**config.mk**
```make
export PLATFORM = sky130hd
export DESIGN_NAME = cpu_program_memory_access
export DESIGN_NICKNAME = d
export VERILOG_FILES = /design/src/rtl/cpu_addr_pkg.sv /design/src/rtl/return_stack.sv /design/src/rtl/context_shadow.sv /design/src/rtl/cpu_program_memory_access.sv
export SDC_FILE = /design/constraint.sdc
export NUM_CORES = 1
export LEC_CHECK = 0
export ABC_AREA = 1
export BUFFER_PORTS_ARGS = -buffer_cell sky130_fd_sc_hd__buf_4
export CORE_MARGIN = 8
export CORE_UTILIZATION = 46
export DETAILED_ROUTE_END_ITERATION = 6
export SYNTH_ARGS = -nofsm -noshare
export SYNTH_HDL_FRONTEND = slang
export SYNTH_SLANG_ARGS = --single-unit
```
**constraint.sdc**
```tcl
create_clock -name clk -period 4.5 [get_ports clk]
set_clock_uncertainty 0.15 [all_clocks]
set_input_delay 0 -clock clk [delete_from_list [all_inputs] [get_ports clk]]
set_output_delay 0 -clock clk [all_outputs]
set_load 0.01 [all_outputs]
```
**src/rtl/cpu_addr_pkg.sv**
```systemverilog
// shared constants, types and pointer decode for the program and data addressing core
package cpu_addr_pkg;
   localparam int PC_W = 15;
   localparam int STACK_DEPTH = 16;
   localparam int DEPTH_W = 5;
   localparam int PTR_W = 16;
   localparam int PROG_W = 14;
   localparam int DATA_AW = 12;
   localparam int BANK_W = 5;
   localparam int OFS_W = 7;
   localparam int REG_AW = 4;
   localparam int BUS_W = 16;
   localparam logic [14:0] RESET_VECTOR = 15'h0000;
   localparam logic [14:0] INT_VECTOR = 15'h0004;
   localparam logic [14:0] PROG_TOP = 15'h0FFF;
   // bit 7 of the pointer high byte
   localparam int PTR_PROG_BIT = 15;
   localparam logic [15:0] TRAD_END = 16'h0FFF;
   localparam logic [15:0] LIN_BASE = 16'h2000;
   localparam logic [15:0] LIN_END = 16'h29AF;
   localparam logic [11:0] GPR_BYTES = 12'h050;
   localparam logic [6:0] GPR_FIRST = 7'h20;
   localparam logic [3:0] REG_CTRL = 4'h0;
   localparam logic [3:0] REG_POWER_CONTROL_REGISTER = 4'h1;
   localparam logic [3:0] REG_MASK = 4'h2;
   localparam logic [3:0] REG_PTR0 = 4'h3;
   localparam logic [3:0] REG_PTR1 = 4'h4;
   localparam logic [3:0] REG_BANK = 4'h5;
   localparam logic [3:0] REG_WORK = 4'h6;
   localparam logic [3:0] REG_PC = 4'h7;
   localparam logic [3:0] REG_DEPTH = 4'h8;
   localparam int CTRL_STACK_RESET_BIT = 0;
   localparam int POWER_CONTROL_REGISTER_OVF_BIT = 0;
   localparam int POWER_CONTROL_REGISTER_UNF_BIT = 1;
   localparam logic CTRL_RESET = 1'h0;
   localparam logic [1:0] POWER_CONTROL_REGISTER_RESET = 2'h0;
   localparam logic [1:0] MASK_RESET = 2'h0;
   localparam logic [15:0] PTR_RESET = 16'h0000;
   localparam logic [4:0] BANK_RESET = 5'h00;
   localparam logic [7:0] WORK_RESET = 8'h00;

   typedef enum logic [1:0] {
      ACC_IDLE = 2'b00,
      ACC_DATA = 2'b01,
      ACC_PROG_EXTRA = 2'b10,
      ACC_PROG_LATCH = 2'b11
   } access_state_e;

   // returns {hit, data address}; hit low means the pointer reaches no data memory
   function automatic logic [12:0] map_pointer(input logic [15:0] ptr);
      logic [11:0] ofs;
      logic [11:0] lin_bank;
      logic [11:0] idx;
      logic [6:0] in_bank;
      ofs = 12'(ptr - LIN_BASE);
      lin_bank = ofs / GPR_BYTES;
      idx = ofs % GPR_BYTES;
      in_bank = idx[6:0] + GPR_FIRST;
      if (ptr <= TRAD_END) begin
         map_pointer = {1'b1, ptr[11:0]};
      end else if (ptr >= LIN_BASE && ptr <= LIN_END) begin
         map_pointer = {1'b1, lin_bank[4:0], in_bank};
      end else begin
         map_pointer = 13'h0000;
      end
   endfunction : map_pointer
endpackage : cpu_addr_pkg

```
**src/rtl/return_stack.sv**
```systemverilog
// sixteen-entry return-address stack with overflow and underflow detection
`timescale 1ns/1ps
module return_stack (
   input wire logic clk,
   input wire logic reset_n,
   input wire logic clear,
   input wire logic push,
   input wire logic pop,
   input wire logic [cpu_addr_pkg::PC_W-1:0] push_addr,
   output logic [cpu_addr_pkg::PC_W-1:0] top_addr,
   output logic [cpu_addr_pkg::DEPTH_W-1:0] depth,
   output logic overflow,
   output logic underflow
);
   import cpu_addr_pkg::*;

   logic [PC_W-1:0] mem [STACK_DEPTH];
   logic [DEPTH_W-1:0] count;
   logic [DEPTH_W-1:0] below;

   assign below = count - 5'h01;
   assign overflow = push && count == DEPTH_W'(STACK_DEPTH);
   assign underflow = pop && count == 5'h00;
   assign top_addr = (count == 5'h00) ? 15'h0000 : mem[below[3:0]];
   assign depth = count;

   // a full stack keeps its entries; the lost push is only reported
   always_ff @(posedge clk or negedge reset_n) begin
      if (!reset_n) begin
         count <= 5'h00;
      end else if (clear) begin
         count <= 5'h00;
      end else if (push && !overflow) begin
         count <= count + 5'h01;
      end else if (pop && !underflow) begin
         count <= below;
      end
   end

   always_ff @(posedge clk) begin
      if (push && !overflow && !clear) begin
         mem[count[3:0]] <= push_addr;
      end
   end
endmodule : return_stack

```
**src/rtl/context_shadow.sv**
```systemverilog
// shadow copies of core registers taken on interrupt entry
`timescale 1ns/1ps
module context_shadow (
   input wire logic clk,
   input wire logic reset_n,
   input wire logic save,
   input wire logic [7:0] work_in,
   input wire logic [cpu_addr_pkg::BANK_W-1:0] bank_in,
   input wire logic [cpu_addr_pkg::PTR_W-1:0] ptr0_in,
   input wire logic [cpu_addr_pkg::PTR_W-1:0] ptr1_in,
   output logic [7:0] work_sh,
   output logic [cpu_addr_pkg::BANK_W-1:0] bank_sh,
   output logic [cpu_addr_pkg::PTR_W-1:0] ptr0_sh,
   output logic [cpu_addr_pkg::PTR_W-1:0] ptr1_sh
);
   import cpu_addr_pkg::*;

   always_ff @(posedge clk or negedge reset_n) begin
      if (!reset_n) begin
         work_sh <= WORK_RESET;
         bank_sh <= BANK_RESET;
         ptr0_sh <= PTR_RESET;
         ptr1_sh <= PTR_RESET;
      end else if (save) begin
         work_sh <= work_in;
         bank_sh <= bank_in;
         ptr0_sh <= ptr0_in;
         ptr1_sh <= ptr1_in;
      end
   end
endmodule : context_shadow

```
**src/rtl/cpu_program_memory_access.sv**
```systemverilog
// program counter, return stack, indirect pointers and context shadows of the cpu core
//
// The register offsets and the plain strobed port are this design's own decisions.
`timescale 1ns/1ps
module cpu_program_memory_access (
   input wire logic clk,
   input wire logic reset_n,
   input wire logic [cpu_addr_pkg::REG_AW-1:0] reg_addr,
   input wire logic [cpu_addr_pkg::BUS_W-1:0] reg_wdata,
   input wire logic reg_wr,
   input wire logic reg_rd,
   output logic [cpu_addr_pkg::BUS_W-1:0] reg_rdata,
   input wire logic step,
   input wire logic jump,
   input wire logic [cpu_addr_pkg::PC_W-1:0] jump_target,
   input wire logic call,
   input wire logic [cpu_addr_pkg::PC_W-1:0] call_target,
   input wire logic ret,
   input wire logic retfie,
   input wire logic int_req,
   input wire logic dir_rd,
   input wire logic dir_wr,
   input wire logic [cpu_addr_pkg::OFS_W-1:0] dir_ofs,
   input wire logic ind_rd,
   input wire logic ind_wr,
   input wire logic ind_sel,
   input wire logic [7:0] wr_data,
   input wire logic [cpu_addr_pkg::PROG_W-1:0] prog_rdata,
   input wire logic [7:0] data_rdata,
   output logic [cpu_addr_pkg::PC_W-1:0] prog_addr,
   output logic [cpu_addr_pkg::DATA_AW-1:0] data_addr,
   output logic data_rd,
   output logic data_wr,
   output logic [7:0] data_wdata,
   output logic [7:0] wreg,
   output logic busy,
   output logic soft_reset,
   output logic irq
);
   import cpu_addr_pkg::*;

   logic [PC_W-1:0] pc;
   logic [PC_W-1:0] next_pc;
   logic [PTR_W-1:0] ptr0;
   logic [PTR_W-1:0] ptr1;
   logic [BANK_W-1:0] bank;
   logic ctrl_stack_reset;
   logic [1:0] power_control_register;
   logic [1:0] mask;
   logic [1:0] power_control_register_set;
   logic [1:0] power_control_register_clr;
   access_state_e acc_state;
   access_state_e next_acc_state;
   logic read_hit;
   logic idle;
   logic int_go;
   logic call_go;
   logic ret_go;
   logic restore;
   logic dir_go;
   logic dir_rd_go;
   logic ind_rd_go;
   logic ind_wr_go;
   logic [PTR_W-1:0] sel_ptr;
   logic ptr_prog;
   logic [12:0] ptr_map;
   logic [PC_W-1:0] stk_top;
   logic [DEPTH_W-1:0] depth;
   logic stk_ovf;
   logic stk_unf;
   logic [7:0] work_sh;
   logic [BANK_W-1:0] bank_sh;
   logic [PTR_W-1:0] ptr0_sh;
   logic [PTR_W-1:0] ptr1_sh;

   // requests are only taken between accesses; the core must hold off while busy
   assign idle = acc_state == ACC_IDLE && !soft_reset;
   assign int_go = idle && int_req;
   assign call_go = idle && !int_req && call;
   assign ret_go = idle && !int_req && !call && (ret || retfie);
   assign restore = ret_go && retfie;
   assign dir_go = idle && (dir_rd || dir_wr);
   assign dir_rd_go = idle && dir_rd;
   assign ind_rd_go = idle && !dir_go && ind_rd;
   assign ind_wr_go = idle && !dir_go && !ind_rd && ind_wr;
   assign sel_ptr = ind_sel ? ptr1 : ptr0;
   assign ptr_prog = sel_ptr[PTR_PROG_BIT];
   assign ptr_map = map_pointer(sel_ptr);

   return_stack u_stack (
      .clk(clk),
      .reset_n(reset_n),
      .clear(soft_reset),
      .push(int_go || call_go),
      .pop(ret_go),
      .push_addr(int_go ? pc : pc + 15'h0001),
      .top_addr(stk_top),
      .depth(depth),
      .overflow(stk_ovf),
      .underflow(stk_unf)
   );

   context_shadow u_shadow (
      .clk(clk),
      .reset_n(reset_n),
      .save(int_go),
      .work_in(wreg),
      .bank_in(bank),
      .ptr0_in(ptr0),
      .ptr1_in(ptr1),
      .work_sh(work_sh),
      .bank_sh(bank_sh),
      .ptr0_sh(ptr0_sh),
      .ptr1_sh(ptr1_sh)
   );

   always_comb begin
      if (soft_reset) begin
         next_pc = RESET_VECTOR;
      end else if (!idle) begin
         next_pc = pc;
      end else if (int_req) begin
         next_pc = INT_VECTOR;
      end else if (call) begin
         next_pc = call_target;
      end else if (ret || retfie) begin
         next_pc = stk_top;
      end else if (jump) begin
         next_pc = jump_target;
      end else if (step) begin
         next_pc = pc + 15'h0001;
      end else begin
         next_pc = pc;
      end
   end

   always_ff @(posedge clk or negedge reset_n) begin
      if (!reset_n) begin
         pc <= RESET_VECTOR;
      end else begin
         pc <= next_pc;
      end
   end

   // the pc keeps all 15 bits; only the flash address folds into 4K words
   always_ff @(posedge clk or negedge reset_n) begin
      if (!reset_n) begin
         prog_addr <= RESET_VECTOR;
      end else if (ind_rd_go && ptr_prog) begin
         prog_addr <= sel_ptr[14:0] & PROG_TOP;
      end else if (acc_state != ACC_PROG_EXTRA) begin
         prog_addr <= next_pc & PROG_TOP;
      end
   end

   always_comb begin
      case (acc_state)
         ACC_IDLE: begin
            if (ind_rd_go && ptr_prog) begin
               next_acc_state = ACC_PROG_EXTRA;
            end else if (ind_rd_go || dir_rd_go) begin
               next_acc_state = ACC_DATA;
            end else begin
               next_acc_state = ACC_IDLE;
            end
         end
         ACC_PROG_EXTRA: next_acc_state = ACC_PROG_LATCH;
         default: next_acc_state = ACC_IDLE;
      endcase
      if (soft_reset) begin
         next_acc_state = ACC_IDLE;
      end
   end

   always_ff @(posedge clk or negedge reset_n) begin
      if (!reset_n) begin
         acc_state <= ACC_IDLE;
         busy <= 1'b0;
      end else begin
         acc_state <= next_acc_state;
         busy <= next_acc_state != ACC_IDLE;
      end
   end

   // unmapped pointer targets read as zero and swallow writes
   always_ff @(posedge clk or negedge reset_n) begin
      if (!reset_n) begin
         data_rd <= 1'b0;
         data_wr <= 1'b0;
         data_addr <= 12'h000;
         data_wdata <= 8'h00;
         read_hit <= 1'b0;
      end else begin
         data_rd <= dir_rd_go || (ind_rd_go && !ptr_prog && ptr_map[12]);
         data_wr <= (idle && dir_wr) || (ind_wr_go && !ptr_prog && ptr_map[12]);
         if (dir_go) begin
            data_addr <= {bank, dir_ofs};
         end else if (ind_rd_go || ind_wr_go) begin
            data_addr <= ptr_map[11:0];
         end
         data_wdata <= wr_data;
         read_hit <= dir_rd_go || ptr_map[12];
      end
   end

   always_ff @(posedge clk or negedge reset_n) begin
      if (!reset_n) begin
         wreg <= WORK_RESET;
      end else if (acc_state == ACC_DATA) begin
         wreg <= read_hit ? data_rdata : 8'h00;
      end else if (acc_state == ACC_PROG_LATCH) begin
         wreg <= prog_rdata[7:0];
      end else if (restore) begin
         wreg <= work_sh;
      end else if (reg_wr && reg_addr == REG_WORK) begin
         wreg <= reg_wdata[7:0];
      end
   end

   always_ff @(posedge clk or negedge reset_n) begin
      if (!reset_n) begin
         ptr0 <= PTR_RESET;
         ptr1 <= PTR_RESET;
         bank <= BANK_RESET;
      end else if (restore) begin
         ptr0 <= ptr0_sh;
         ptr1 <= ptr1_sh;
         bank <= bank_sh;
      end else if (reg_wr) begin
         if (reg_addr == REG_PTR0) ptr0 <= reg_wdata;
         if (reg_addr == REG_PTR1) ptr1 <= reg_wdata;
         if (reg_addr == REG_BANK) bank <= reg_wdata[4:0];
      end
   end

   always_ff @(posedge clk or negedge reset_n) begin
      if (!reset_n) begin
         ctrl_stack_reset <= CTRL_RESET;
         mask <= MASK_RESET;
      end else if (reg_wr) begin
         if (reg_addr == REG_CTRL) ctrl_stack_reset <= reg_wdata[CTRL_STACK_RESET_BIT];
         if (reg_addr == REG_MASK) mask <= reg_wdata[1:0];
      end
   end

   // flags survive the software reset so firmware can see why it restarted
   assign power_control_register_set = {stk_unf, stk_ovf};
   assign power_control_register_clr = (reg_wr && reg_addr == REG_POWER_CONTROL_REGISTER) ? reg_wdata[1:0] : 2'h0;

   always_ff @(posedge clk or negedge reset_n) begin
      if (!reset_n) begin
         power_control_register <= POWER_CONTROL_REGISTER_RESET;
         irq <= 1'b0;
         soft_reset <= 1'b0;
      end else begin
         power_control_register <= (power_control_register & ~power_control_register_clr) | power_control_register_set;
         irq <= |(power_control_register & mask);
         soft_reset <= (stk_ovf || stk_unf) && ctrl_stack_reset;
      end
   end

   always_ff @(posedge clk or negedge reset_n) begin
      if (!reset_n) begin
         reg_rdata <= 16'h0000;
      end else if (reg_rd) begin
         case (reg_addr)
            REG_CTRL: reg_rdata <= {15'h0000, ctrl_stack_reset};
            REG_POWER_CONTROL_REGISTER: reg_rdata <= {14'h0000, power_control_register};
            REG_MASK: reg_rdata <= {14'h0000, mask};
            REG_PTR0: reg_rdata <= ptr0;
            REG_PTR1: reg_rdata <= ptr1;
            REG_BANK: reg_rdata <= {11'h000, bank};
            REG_WORK: reg_rdata <= {8'h00, wreg};
            REG_PC: reg_rdata <= {1'b0, pc};
            REG_DEPTH: reg_rdata <= {11'h000, depth};
            default: reg_rdata <= 16'h0000;
         endcase
      end else begin
         reg_rdata <= 16'h0000;
      end
   end
endmodule : cpu_program_memory_access

```
==> results.py <==
metrics = {
    "logic_synthesis": {
        "asyncSetResetFlopFracSynth_pct": 41.61,
        "yosys_warnings": 0,
        "synth_enable_flop_cells": 240,
        "synth_top_area_share_pct": 38.97,
        "synth.ff_latch_count": 411,
        "synth_sequential_area_ratio_pct": 62.11,
        "synthTopCellsByArea": "edfxtp_1 (39%), dfrtp_1 (23%), nand2_1 (10%)",
        "postSynthCellCount": 1872,
        "synth.lib_cells_used.distinct": 49,
        "synthesis.area_per_instance_um2": 9.879,
        "synth_area_mm2": 0.01849,
        "ys_dominant_reg_cell": "edfxtp_1",
        "netlist.top_cell.by_area": "edfxtp_1",
    },
    "final_layout": {
        "post-route-cell-area_mm2": 0.02305,
        "post-route-util_pct": 58.01,
        "antenna_cells": 0,
        "ff_latch_area_mm2": 0.01149,
        "post_layout_nonfiller_instances": 2720,
        "fill_cells": 3387,
        "syn2layout_area_growth_pct": 24.62,
        "multi_input_area_mm2": 0.006061,
        "final_nets": 2269,
        "layout.cells.most_common": "nand2_1",
        "layout_common_cells": "nand2_1 (491), edfxtp_1 (240), buf_4 (213)",
        "final_layout_size_suffix_gt1_share_pct": 14.44,
    },
    "job": {
        "max_cap_viol_count": 0,
    },
    "global_route": {
        "grt_met1_usage_pct": 34.77,
        "first_global_vias": 15050,
        "met3_usage_pct": 5.724,
        "busiest_grt_layer": "met2",
        "grt_remaining_overflow": 0,
        "global_route_wire_length_before_repair_um": 89050,
        "met2_usage_pct": 36.66,
        "initial_antenna_violation_count": 0,
        "track_usage_pct": 24.42,
        "grt_start_max_net_pins": 126,
    },
    "setup_path": {
        "worstRegToRegCells": 15,
        "critPathKind": "register to register",
        "arrival_time_at_the_worst_endpoint_ns": 4.41,
        "worstPathRequired_ns": 4.76,
        "crit_path_end_kind": "register",
        "path_max_fanout": 7,
        "timing.critical_path.from_type": "register",
    },
    "timing": {
        "rsz0062_at_grt": "false",
        "max_slew.worst_pin.slew_ns": 1.212,
        "maxSlewViolCount": 0,
        "period_needed_ns": 4.151,
        "timing.final.hold_violations": 21,
        "setup_viol_count_final": 0,
        "setup_ws_ns": 0.3487,
        "max_freq_mhz": 240.9,
        "final_cycle_utilization_of_the_critical_path_pct": 92.25,
        "hold-worst-slack_ns": -0.03673,
        "final.setup.tns_ns": 0,
        "timing.max_slew.rel_slack_pct": 18.64,
    },
    "routing": {
        "drt.antenna.violating_nets": 0,
        "detailed_route_wire_length_um": 58450,
        "via_count": 15330,
        "detail_route.wl_per_cell_um": 21.49,
        "routed_via_density": 5.637,
        "drt_pass1_iterations": 7,
        "drc": 1,
        "drt_initial_violations": 1492,
    },
    "clocking": {
        "worstSkewPairLatency_ns": 0.56,
        "cts_setup_buffers": 0,
        "cts-root-buf": "clkbuf_16",
        "cts_tree": "built",
        "ctsHtreeMaxLevel": 2,
        "cts.sinks": 411,
        "ctsLongestPathBuffers": 3,
        "cts_made_buffers": 44,
        "clk_pin_slew_ns": 0.06,
    },
    "floorplan": {
        "die_width_um": 216.5,
        "placeableCoreArea_mm2": 0.03973,
        "boundary_pin_count": 166,
        "num_rows": 73,
        "start_util_pct": 46.55,
        "dieArea_mm2": 0.04688,
        "die_h_um": 216.5,
    },
    "placed_design": {
        "placed_cells_incl_taps": 2526,
        "place_worst_setup_slack_ns": 0.7129,
        "post_dp_cell_area_mm2": 0.02049,
        "hpwl_um": 38380,
        "placement.io_buffers": 156,
        "weighted_congestion_reported_at_the_end_of_routability_driven_placement": 0.9278,
    },
    "outcome": {
        "run_status": "complete, but fails checks",
        "failed_checks": "design-rule violations, negative hold slack",
    },
    "power_and_ir_drop": {
        "power_density_mw_per_mm2": 713.9,
        "design_power_total_mw": 16.45,
        "irDropWorstVdd_uv": 605.2,
        "p_leak_nw": 9.643,
    },
    "min_path": {
        "worstHoldPathType": "input pin to async pin",
    },
}
-- power by group --
group	internal [mW]	switching [mW]	leakage (nW)
combinational	2.39	4.78	4.63
clock	2.07	1.44	0.672
sequential	5.23	0.538	4.34
-- cell families after synthesis --
family | count (synthesis) | share of synthesized area (%)
AO/OA/AOI/OAI | 478 | 16.09
XOR/XNOR | 14 | 0.6630
adder cells (fa/ha/maj) | 5 | 0.3383
buffers and inverters | 255 | 5.284
flip-flops | 411 | 62.11
other | 1 | 0.02028
AND/OR/NAND/NOR | 708 | 15.49
-- worst paths after layout --
kind                                      startpoint                   end  slack [ns]
worst min register to register  u_shadow.ptr1_sh[12]  u_shadow.ptr1_sh[12]        0.33
worst min-delay path                         reset_n          data_addr[9]       -0.04
min in group clk                      jump_target[8]                 pc[8]        0.02
max in group asynchronous                    reset_n   u_shadow.ptr1_sh[6]        3.25
worst max-delay path                u_stack.depth[1]          prog_addr[9]        0.35
worst max register to register      u_stack.depth[1]          prog_addr[9]        0.35
-- flip-flops by register name, summed over array words and instances, names as in the netlist, 8 cells and up --
name,cells
prog_addr,12
pc,15
u_shadow.work_sh,8
data_addr,12
u_stack.mem,240
wreg,8
ptr0,16
data_wdata,8
ptr1,16
u_shadow.ptr1_sh,16
u_shadow.ptr0_sh,16
reg_rdata,16
-- critical path: stages (launching register included) --
cell and delay, ns:
dfrtp_1 0.42, inv_1 0.20, ha_1 0.23, inv_1 0.11, nor2_1 0.19, inv_1 0.11, nor2_1 0.48, inv_1 0.34
nand2_1 0.47, or3_1 0.25, o211ai_1 0.11, o211ai_1 0.12, dlygate4sd3_1 0.58, a21oi_1 0.08, nor2_1 0.08, o21ai_0 0.08
-- layer usage --
| metal | share of wire (%) | vias up |
|---|---|---|
| li1 | - | 7092 |
| met4 | 2.7 | 0 |
| met1 | 44 | 7445 |
| met2 | 44 | 708 |
| met3 | 9.4 | 87 |
| met5 | 0 | - |
-- area by class of cell --
type                       instances  area share [%]
clock buffer                      60           5.309
clock inverter                    19          0.7546
inverter                         165           2.693
multi-input combinational       1208           26.30
sequential                       411           49.85
tap                              525           2.850
timing repair buffer             332           12.24
-- cells in the mapped netlist (all sizes together), types with 5 or more instances --
| master | count |
|---|---|
| nand3 | 62 |
| nand2 | 509 |
| ha | 5 |
| a32o | 6 |
| o211ai | 51 |
| clkbuf | 65 |
| edfxtp | 240 |
| o311ai | 8 |
| dfrtp | 171 |
| inv | 156 |
| xor2 | 13 |
| a21oi | 158 |
| buf | 25 |
| clkinv | 9 |
| o21ai | 114 |
| nor2 | 110 |
| a221oi | 37 |
| a22oi | 44 |
| o221ai | 10 |
| o22ai | 30 |
| nor3 | 19 |
-- what timing repair did --
action,4_1_cts,5_1_grt
setup endpoints to repair,0,3
hold endpoints to repair,213,0
hold buffers,115,0
resized for setup,0,2
Note: power is estimated with default switching activity, not from simulation.
